`src/hdl/pcs_pkg.sv`:
```
package pcs_pkg;

    // ---------------------------------------------------------------
    // register map (printed offsets are not multiples of four: index)
    // ---------------------------------------------------------------
    localparam logic [7:0] rec_index = 8'h15;
    localparam logic [7:0] pcr_index = 8'h16;
    localparam logic [7:0] extra_index = 8'h17;
    localparam logic [11:0] rec_addr = {2'h0, rec_index, 2'h0};
    localparam logic [11:0] pcr_addr = {2'h0, pcr_index, 2'h0};
    localparam logic [11:0] extra_addr = {2'h0, extra_index, 2'h0};

    // ---------------------------------------------------------------
    // field positions of the configuration register
    // ---------------------------------------------------------------
    localparam int free_clk_bit = 11;
    localparam int true_quiet_bit = 10;
    localparam int force_sd_bit = 9;
    localparam int sd_alg_bit = 8;
    localparam int descrambler_timeout_select_bit = 7;
    localparam int fiber_bit = 6;
    localparam int force_ok_bit = 5;
    localparam int fefi_bit = 3;
    localparam int nrzi_bit = 2;
    localparam int scram_bit = 1;
    localparam int descram_bit = 0;
    localparam logic [15:0] pcr_writable = 16'h0fef;

    // ---------------------------------------------------------------
    // counter and timing
    // ---------------------------------------------------------------
    localparam int count_width = 8;
    localparam logic [7:0] count_max = 8'hff;
    localparam int clock_khz = 10000;
    localparam int timeout_short_us = 722;
    localparam int timeout_long_ms = 2;
    localparam int short_cycles = timeout_short_us * clock_khz / 1000;
    localparam int long_cycles = timeout_long_ms * clock_khz;
    localparam int timer_width = 16;

    // ---------------------------------------------------------------
    // carriers
    // ---------------------------------------------------------------
    typedef struct packed {
        logic carrier;
        logic symbol_error;
        logic collision;
    } pcs_rx_status_s;

    typedef struct packed {
        logic rx_clk_free_run;
        logic true_quiet_enable;
        logic force_signal_detect;
        logic signal_detect_algorithm;
        logic descrambler_timeout_select;
        logic fiber_mode_enable;
        logic force_good_link;
        logic far_end_fault_enable;
        logic nrzi_skip;
        logic scrambler_skip;
        logic descrambler_skip;
    } pcs_config_s;

    typedef enum logic [1:0] {
        link_down,
        link_wait_lock,
        link_up
    } pcs_link_e;

    function automatic logic [7:0] pcs_sat_inc(input logic [7:0] value);
        pcs_sat_inc = (value == count_max) ? value : value + 8'h01;
    endfunction

endpackage

```
`src/hdl/pcs_error_counter_config.sv`:
```
`timescale 1ns/1ps
module pcs_error_counter_config (
    // clock and reset
    input wire logic clock,
    input wire logic rst_b,
    // apb slave
    input wire logic psel,
    input wire logic penable,
    input wire logic pwrite,
    input wire logic [11:0] paddr,
    input wire logic [31:0] pwdata,
    output logic [31:0] prdata,
    output logic pready,
    output logic pslverr,
    // strap, from a pin
    input wire logic fiber_strap,
    // receive status pins
    input wire logic rx_carrier,
    input wire logic rx_symbol_error,
    input wire logic rx_collision,
    // medium status pins
    input wire logic signal_level_valid,
    input wire logic descrambler_locked,
    input wire logic descrambler_activity,
    // datapath controls
    output pcs_pkg::pcs_config_s config_out,
    output logic link_good,
    output logic descrambler_timeout
);

    // ---------------------------------------------------------------
    // input synchronisers
    // ---------------------------------------------------------------
    logic [6:0] sync_a;
    logic [6:0] sync_b;

    always_ff @(posedge clock or negedge rst_b) begin
        if (!rst_b) begin
            sync_a <= 7'h00;
            sync_b <= 7'h00;
        end else begin
            sync_a <= {fiber_strap, rx_carrier, rx_symbol_error, rx_collision,
                       signal_level_valid, descrambler_locked, descrambler_activity};
            sync_b <= sync_a;
        end
    end

    logic strap_s;
    logic level_s;
    logic lock_s;
    logic activity_s;
    pcs_pkg::pcs_rx_status_s rx_s;

    assign strap_s = sync_b[6];
    assign rx_s.carrier = sync_b[5];
    assign rx_s.symbol_error = sync_b[4];
    assign rx_s.collision = sync_b[3];
    assign level_s = sync_b[2];
    assign lock_s = sync_b[1];
    assign activity_s = sync_b[0];

    // ---------------------------------------------------------------
    // apb decode
    // ---------------------------------------------------------------
    logic access;
    logic wr_pcr;
    logic rd_rec;
    logic hit;

    assign access = psel && penable;
    assign pready = 1'b1;
    assign hit = (paddr == pcs_pkg::rec_addr) || (paddr == pcs_pkg::pcr_addr)
                 || (paddr == pcs_pkg::extra_addr);
    assign pslverr = access && !hit;
    assign wr_pcr = access && pwrite && (paddr == pcs_pkg::pcr_addr);
    assign rd_rec = access && !pwrite && (paddr == pcs_pkg::rec_addr);

    // ---------------------------------------------------------------
    // receive error count
    // ---------------------------------------------------------------
    logic [7:0] tally;

    pcs_error_tally u_tally (
        .clock(clock),
        .rst_b(rst_b),
        .rx(rx_s),
        .clear(rd_rec),
        .rx_symbol_error_tally(tally)
    );

    // ---------------------------------------------------------------
    // strap capture after reset release
    // ---------------------------------------------------------------
    logic [1:0] strap_wait;
    logic strap_load;

    assign strap_load = (strap_wait == 2'h2);

    always_ff @(posedge clock or negedge rst_b) begin
        if (!rst_b) begin
            strap_wait <= 2'h0;
        end else if (strap_wait != 2'h3) begin
            strap_wait <= strap_wait + 2'h1;
        end
    end

    // ---------------------------------------------------------------
    // configuration register
    // ---------------------------------------------------------------
    logic [15:0] pcr;
    logic [15:0] wmask;

    assign wmask = pwdata[15:0] & pcs_pkg::pcr_writable;

    always_ff @(posedge clock or negedge rst_b) begin
        if (!rst_b) begin
            pcr <= 16'h0000;
            pcr[pcs_pkg::sd_alg_bit] <= 1'b1;
        end else if (strap_load) begin
            pcr[pcs_pkg::fiber_bit] <= strap_s;
            pcr[pcs_pkg::fefi_bit] <= strap_s;
            pcr[pcs_pkg::scram_bit] <= strap_s;
            pcr[pcs_pkg::descram_bit] <= strap_s;
        end else if (wr_pcr) begin
            pcr <= wmask;
        end
    end

    assign config_out.rx_clk_free_run = pcr[pcs_pkg::free_clk_bit];
    assign config_out.true_quiet_enable = pcr[pcs_pkg::true_quiet_bit];
    assign config_out.force_signal_detect = pcr[pcs_pkg::force_sd_bit];
    assign config_out.signal_detect_algorithm = pcr[pcs_pkg::sd_alg_bit];
    assign config_out.descrambler_timeout_select = pcr[pcs_pkg::descrambler_timeout_select_bit];
    assign config_out.fiber_mode_enable = pcr[pcs_pkg::fiber_bit];
    assign config_out.force_good_link = pcr[pcs_pkg::force_ok_bit];
    assign config_out.far_end_fault_enable = pcr[pcs_pkg::fefi_bit];
    assign config_out.nrzi_skip = pcr[pcs_pkg::nrzi_bit];
    assign config_out.scrambler_skip = pcr[pcs_pkg::scram_bit];
    assign config_out.descrambler_skip = pcr[pcs_pkg::descram_bit];

    // ---------------------------------------------------------------
    // descrambler loss-of-sync timer
    // ---------------------------------------------------------------
    logic [15:0] timer;
    logic [15:0] limit;

    assign limit = pcr[pcs_pkg::descrambler_timeout_select_bit] ? 16'(pcs_pkg::long_cycles)
                                               : 16'(pcs_pkg::short_cycles);

    always_ff @(posedge clock or negedge rst_b) begin
        if (!rst_b) begin
            timer <= 16'h0000;
        end else if (activity_s || !lock_s) begin
            timer <= 16'h0000;
        end else if (timer < limit) begin
            timer <= timer + 16'h0001;
        end
    end

    always_ff @(posedge clock or negedge rst_b) begin
        if (!rst_b) begin
            descrambler_timeout <= 1'b0;
        end else begin
            descrambler_timeout <= (timer >= limit);
        end
    end

    // ---------------------------------------------------------------
    // link qualification
    // ---------------------------------------------------------------
    pcs_pkg::pcs_link_e link_state;
    pcs_pkg::pcs_link_e next_link_state;
    logic level_eff;
    logic lock_eff;

    assign level_eff = level_s || pcr[pcs_pkg::force_sd_bit];
    assign lock_eff = lock_s && !descrambler_timeout;

    always_comb begin
        next_link_state = link_state;
        case (link_state)
            pcs_pkg::link_down: begin
                if (level_eff) begin
                    next_link_state = pcs_pkg::link_wait_lock;
                end
            end
            pcs_pkg::link_wait_lock: begin
                if (!level_eff) begin
                    next_link_state = pcs_pkg::link_down;
                end else if (lock_eff) begin
                    next_link_state = pcs_pkg::link_up;
                end
            end
            pcs_pkg::link_up: begin
                if (!level_eff) begin
                    next_link_state = pcs_pkg::link_down;
                end else if (!pcr[pcs_pkg::sd_alg_bit] && !lock_eff) begin
                    next_link_state = pcs_pkg::link_wait_lock;
                end
            end
            default: begin
                next_link_state = pcs_pkg::link_down;
            end
        endcase
    end

    always_ff @(posedge clock or negedge rst_b) begin
        if (!rst_b) begin
            link_state <= pcs_pkg::link_down;
        end else begin
            link_state <= next_link_state;
        end
    end

    always_ff @(posedge clock or negedge rst_b) begin
        if (!rst_b) begin
            link_good <= 1'b0;
        end else begin
            link_good <= (next_link_state == pcs_pkg::link_up)
                         || pcr[pcs_pkg::force_ok_bit];
        end
    end

    // ---------------------------------------------------------------
    // read data
    // ---------------------------------------------------------------
    always_comb begin
        prdata = 32'h0000_0000;
        if (access && !pwrite) begin
            case (paddr)
                pcs_pkg::rec_addr: prdata = {24'h00_0000, tally};
                pcs_pkg::pcr_addr: prdata = {16'h0000, pcr};
                pcs_pkg::extra_addr: prdata = {29'h0000_0000, descrambler_timeout,
                                               link_state == pcs_pkg::link_up, strap_s};
                default: prdata = 32'h0000_0000;
            endcase
        end
    end

endmodule

```
`src/hdl/pcs_error_tally.sv`:
```
`timescale 1ns/1ps
module pcs_error_tally (
    // clock and reset
    input wire logic clock,
    input wire logic rst_b,
    // receive events, already synchronised
    input wire pcs_pkg::pcs_rx_status_s rx,
    // read-clear strobe
    input wire logic clear,
    // count
    output logic [7:0] rx_symbol_error_tally
);

    // ---------------------------------------------------------------
    // per-carrier event capture
    // ---------------------------------------------------------------
    logic counted;
    logic bump;

    assign bump = rx.carrier && rx.symbol_error && !rx.collision && !counted;

    always_ff @(posedge clock or negedge rst_b) begin
        if (!rst_b) begin
            counted <= 1'b0;
        end else if (!rx.carrier) begin
            counted <= 1'b0;
        end else if (bump) begin
            counted <= 1'b1;
        end
    end

    // ---------------------------------------------------------------
    // saturating counter, event in the clearing cycle counts as one
    // ---------------------------------------------------------------
    always_ff @(posedge clock or negedge rst_b) begin
        if (!rst_b) begin
            rx_symbol_error_tally <= 8'h00;
        end else if (clear) begin
            rx_symbol_error_tally <= bump ? 8'h01 : 8'h00;
        end else if (bump) begin
            rx_symbol_error_tally <= pcs_pkg::pcs_sat_inc(rx_symbol_error_tally);
        end
    end

endmodule

```
`config.mk`:
```
export PLATFORM = sky130hd
export DESIGN_NAME = pcs_error_counter_config
export DESIGN_NICKNAME = d
export VERILOG_FILES = /design/src/hdl/pcs_pkg.sv /design/src/hdl/pcs_error_counter_config.sv /design/src/hdl/pcs_error_tally.sv
export SDC_FILE = /design/constraint.sdc
export NUM_CORES = 1
export LEC_CHECK = 0
export BUFFER_PORTS_ARGS = -buffer_cell sky130_fd_sc_hd__buf_2
export CORE_MARGIN = 3
export CORE_UTILIZATION = 46
export DETAILED_ROUTE_END_ITERATION = 8
export PLACE_DENSITY = 0.77
export SLEW_MARGIN = 10
export SYNTH_ARGS = -nofsm -noshare
export SYNTH_HDL_FRONTEND = slang
export SYNTH_SLANG_ARGS = --single-unit
```
`constraint.sdc`:
```
create_clock -name clock -period 2.1 [get_ports clock]
set_input_delay 0.21 -clock clock [delete_from_list [all_inputs] [get_ports clock]]
set_output_delay 0.21 -clock clock [all_outputs]
set_load 0.02 [all_outputs]
```
# [Word level (Yosys, flattened, before mapping)]
# Index checks and enable logic that the tools add are counted.
[op_classes] add_sub_neg=3 n_lt_le_gt_ge=2 n_eq_ne=11 n_mux=21 n_bitwise=1 n_reduce_logical=30
[op_table] operator="$eq A12 B7 Y1 const B" count=3
[op_table] operator="$pmux W12 S3" count=1
[op_table] operator="$mux W16" count=2
[op_table] operator="$mux W8" count=3
[op_table] operator="$add A16 B1 Y16 const B" count=1
[op_table] operator="$ge A16 B15 Y1" count=1
[op_table] operator="$lt A16 B15 Y1" count=1
[op_table] operator="$mux W15" count=1
[op_table] operator="$mux W12" count=1
[op_table] operator="$mux W2" count=6
[op_table] operator="$logic_and A1 B1 Y1" count=11
[op_table] operator="$add A8 B1 Y8 const B" count=1
[op_table] operator="$eq A8 B8 Y1 const B" count=1
[op_table] operator="$logic_not A1 Y1" count=8
[op_table] operator="$mux W7" count=1
[op_table] operator="$eq A2 B2 Y1 const B" count=3
[op_table] operator="$pmux W2 S3" count=1
[op_table] operator="$reduce_bool A2 Y1" count=3
[op_table] operator="$logic_or A1 B1 Y1" count=5
[op_table] operator="$mux W1" count=5
[op_table] operator="$ne A2 B2 Y1 const B" count=2
[op_table] operator="$reduce_and A2 Y1" count=2
[op_table] operator="$add A2 B1 Y2 const B" count=1
[op_table] operator="$eq A2 B1 Y1 const B" count=1
[op_table] operator="3 further kinds" count=3
[totals] register_bits=56 in_bits=56 out_inout_bits=47 elab_cells=79

# [Longest topological paths before layout]
[logic_depth] word_depth=9 mapped_depth=7 depth_no_buf=6

# [By module]
# Synthesis repeated with hierarchy kept, for this count alone.
[hier_totals] cells_unflattened=309 hier_area_um2=3309.4
[modules_own_cells] mod="pcs_error_counter_config" n_inst=1 cells_per_inst=261 area_per_inst_um2=2795.2 seq_area_each_um2=1177.4
[modules_own_cells] mod="pcs_error_tally" n_inst=1 cells_per_inst=48 area_per_inst_um2=514.2 seq_area_each_um2=225.2

# [Worst setup path after synthesis]
# No wires, ideal clock.
[synth_path] kind="reg-to-reg" from="register pcr[7]" to="register timer[15]" setup_ns=0.121 arrival_time_ns=2.038 required_time_ns=1.979 slack_ns=-0.058 path_stages_with_launch=8 path_buffers=1 period_less_slack_ns=2.158 path_cell_list="dfrtp_1 -> inv_1 -> ha_1 -> nand4_1 -> nor4_1 -> clkbuf_1 -> a211oi_1 -> a22o_1"
[synth_via] elab_chain_cells=3
[synth_lines] item="start, declared" line="pcs_error_counter_config.sv:110" source="logic [15:0] pcr;"
[synth_lines] item="start signal, assigned by index" line="pcs_error_counter_config.sv:120" source="pcr[pcs_pkg::fiber_bit] <= strap_s;"
[synth_lines] item="start signal, assigned by index" line="pcs_error_counter_config.sv:121" source="pcr[pcs_pkg::fefi_bit] <= strap_s;"
[synth_lines] item="start signal, assigned by index" line="pcs_error_counter_config.sv:122" source="pcr[pcs_pkg::scram_bit] <= strap_s;"
[synth_lines] item="$mux W15" line="pcs_error_counter_config.sv:147" source="assign limit = pcr[pcs_pkg::descrambler_timeout_select_bit] ? 16'(pcs_pkg::long_cycles)"
[synth_lines] item="$lt A16 B15 Y1" line="pcs_error_counter_config.sv:155" source="end else if (timer < limit) begin"
[synth_lines] item="$reduce_bool A2 Y1 (no line)"
[synth_lines] item="end signal, assigned" line="pcs_error_counter_config.sv:156" source="timer <= timer + 16'h0001;"
[synth_lines] item="end, declared" line="pcs_error_counter_config.sv:144" source="logic [15:0] timer;"
# Every way passes these cells.
# A chain may end at the register's enable or synchronous reset.

# [Final worst setup path]
[layout_path] from="input paddr[9]" to="output prdata[1]"
[layout_via] elab_chain_cells=3 word_cells_on_any_way=5 classes_between="eq/ne: 3; mux: 2"
[layout_lines] item="start, declared" line="pcs_error_counter_config.sv:10" source="input wire logic [11:0] paddr,"
[layout_lines] item="$eq A12 B7 Y1" line="pcs_error_counter_config.sv:230" source="case (paddr)"
[layout_lines] item="$pmux W12 S3 (*)" line="pcs_error_counter_config.sv:230"
[layout_lines] item="$mux W12 (*)" line="pcs_error_counter_config.sv:229" source="if (access && !pwrite) begin"
[layout_lines] item="end, declared" line="pcs_error_counter_config.sv:12" source="output logic [31:0] prdata,"
# Mark *: on every way between the ends. The rest lies on a longest branch, timed or not.

==> impl_metrics.csv <==
group,metric,value,unit
clock_network,h-tree-depth,2,
die,die_y,88.2,µm
yosys,synth_common_cells,"dfrtp_1, nand2_1, mux2i_1",
yosys,synthCells,314,
layout,drive_gt1_share,30.1,%
die,coreArea,6460,µm²
yosys,synth_cell_type_count,45,
die,die_x,88.2,µm
detailed_routing,routedWlPerCell,14.5,µm
global_route,gr-usage-all-layers,17.8,%
detailed_routing,vias,2582,
clock_network,path_clk_slew,0.10,ns
global_route,grt_pass1_vias,2364,
clock_network,numCtsBuffers,5,
layout,stdcell_count,482,
layout,area_growth,24.1,%
sta,min_period_over_period,97.2,%
worst_setup_path,endpoint_kind,"output port",
detailed_routing,drt_iter0_drc,73,
detailed_routing,vias_per_cell,5.36,
clock_network,tritoncts,"done",
layout,antenna_cells,0,
clock_network,clock-sinks,56,
yosys,synth_area_leader_cell,"dfrtp_1",
power,clkPwrFrac,27.4,%
placed_design,io_buffers,60,
global_route,grt.overflow.total,0,
clock_network,cts-root-buf,"clkbuf_8",
sta,slew_viol_final,0,
worst_setup_path,crit_type,"in -> out",
detailed_routing,final_antenna_net_count,0,
layout,multi_input_area,1630,µm²
placed_design,dp.cells,460,
power,p_sw_share,30.6,%
sta,fin_worst_skew,0.00795,ns
yosys,netlist_top_cells_area,"dfrtp_1, mux2i_1, buf_4",
layout,nNetsFinal,470,
layout,regArea,1400,µm²
layout,postLayoutCoreUtil,59.8,%
yosys,ys_seq_area_share,45.1,%
power,ir_drop,397,µV
die,ios,103,
power,power.internal,1.56,mW
sta,fin_crit,2.04,ns
power,power.net_switching,0.690,mW
global_route,antenna_found_initial,0,
flow_run,maxCapViolCount,0,
power,seqPwrFrac,57.5,%
min_path,hp-class,"in -> reg",
global_route,grt_max_degree,33,
sta,worst_hold_slack,0.125,ns
power,p_leak,1.85,nW
sta,setup_ws,0.0578,ns
worst_setup_path,worstPathArrival,1.83,ns
die,start_util,48.2,%
die,num_rows,29,
yosys,yosysWarnings,0,
detailed_routing,firstDrtPassIters,4,
placed_design,dpl_worst_slack,0.00630,ns
clock_network,clock_latency,0.31,ns
yosys,synth.top_cell.area_share,44.2,%
sta,relSlewSlack,61.1,%
worst_setup_path,cp-start-kind,"primary input",
placed_design,post-dp-hpwl,5270,µm
yosys,synth_area,3110,µm²
detailed_routing,remaining_drc_errors,0,
yosys,synth_flop_cell,"dfrtp_1",
power,cellPowerDensity,584,nW/µm²
worst_setup_path,crit_path_max_fanout,9,
detailed_routing,wl,7010,µm
clock_network,cts_buffer_depth,2,
sta,fmax,490,MHz
layout,nFillCells,532,
sta,tightest_slew,0.581,ns
sta,setup_viol,0,
yosys,async_reset_ff_share,100,%
sta,final_hold_viol_count,0,
yosys,synth_seq_cells,56,
power,p_comb_share,15.1,%
placed_design,routabilityCongestion,0.937,
global_route,grt_pass1_wl,10900,µm
worst_setup_path,cp.required,1.89,ns
outcome,outcome,"finished clean",
yosys,synth_area_per_cell,9.91,µm²
die,dieArea,7790,µm²
yosys,synth_edf_count,0,
yosys,synth_most_common_cell,"dfrtp_1",
==> worst paths after layout <==
path,startpoint,end,slack (ns),cells past startpoint
min,pwdata[7],pcr[7]$_DFFE_PN0P_,0.12,2
min in group asynchronous,rst_b,timer[9]$_DFFE_PN0P_,0.39,2
min reg2reg,sync_a[3]$_DFF_PN0_,sync_b[3]$_DFF_PN0_,0.36,0
max in group asynchronous,rst_b,pcr[8]$_DFFE_PN1P_,1.02,3
max reg2reg,pcr[7]$_DFFE_PN0P_,timer[5]$_DFFE_PN0P_,0.07,7
max,paddr[9],prdata[1],0.06,7
==> power by group through the flow <==
stage / clock [mW] / combinational [mW] / sequential [mW]
floorplan: 0 / 0.252 / 1.28
global placement: 0 / 0.315 / 1.31
detailed placement: 0 / 0.332 / 1.31
CTS: 0.643 / 0.342 / 1.29
global route: 0.681 / 0.393 / 1.31
finish: 0.617 / 0.340 / 1.30
==> metrics by stage <==
stage	setup TNS, ns	instance area (µm²)	power, mW
4_1_cts	0	3700	2.28
5_1_grt	-0.0815	3860	2.39
6_report	0	3860	2.25
2_1_floorplan	0	3180	1.53
3_5_place_dp	0	3520	1.65
3_3_place_gp	0	3520	1.62
==> cell usage in the layout, fill, tap and decap left out, types with 8 or more instances in the layout <==
cell type and count:
nor2_1 17, conb_1 21, a21oi_1 14, buf_4 24, buf_2 60, nand2_1 34
dlygate4sd3_1 8, and3_1 11, nand2b_1 14, nand3_1 11, ha_1 9, mux2i_1 25
dfrtp_1 54
==> area by class of cell <==
cell class | instances | share of cell area, %
multi-input cells | 238 | 42.3
flip-flops and latches | 56 | 36.4
repair buffers | 95 | 15.6
well taps | 77 | 2.50
clock buffers | 5 | 1.78
inverters | 8 | 0.778
clock inverters | 3 | 0.713
==> layer usage <==
metal | vias to the layer above | share of wire, % | global-route usage [%] | routed length, µm
met5 | - | 0 | 0 | 0
met4 | 0 | 1.0 | 5.22 | 70
met3 | 7 | 4.6 | 2.89 | 324
met2 | 80 | 51 | 31.1 | 3560
met1 | 1234 | 44 | 22.7 | 3050
li1 | 1261 | - | - | -
==> kinds of logic after synthesis <==
logic type / after synthesis / synth area share (%)
xor gates and xnor gates: 2 / 0.563
adders and majority gates: 10 / 4.02
buffers and inverters: 39 / 7.80
muxes: 32 / 10.6
other: 2 / 0.241
and+or+nand+nor: 128 / 22.5
AOI/OAI and AO/OA: 45 / 9.25
DFF: 56 / 45.1
==> repair_timing <==
item / 4_1_cts / 5_1_grt
pin swaps: 0 / 7
hold buffers: 8 / 0
setup buffers: 0 / 6
endpoints found under the hold margin: 29 / 0
endpoints found under the setup margin: 2 / 20
gates resized for setup: 3 / 19
==> registers in the layout, indices dropped and copies added (netlist names) <==
register,cells
strap_wait,2
sync_a,7
link_state,2
sync_b,7
pcr,11
u_tally.counted,1
link_good,1
timer,16
descrambler_timeout,1
u_tally.rx_symbol_error_tally,8
==> critical path: stages <==
cell	delay [ns]
buf_2	0.10
or4_4	0.61
nor3_1	0.26
buf_4	0.19
a22oi_1	0.06
a21oi_1	0.20
buf_2	0.20
Note: power is estimated with default switching activity, not from simulation.
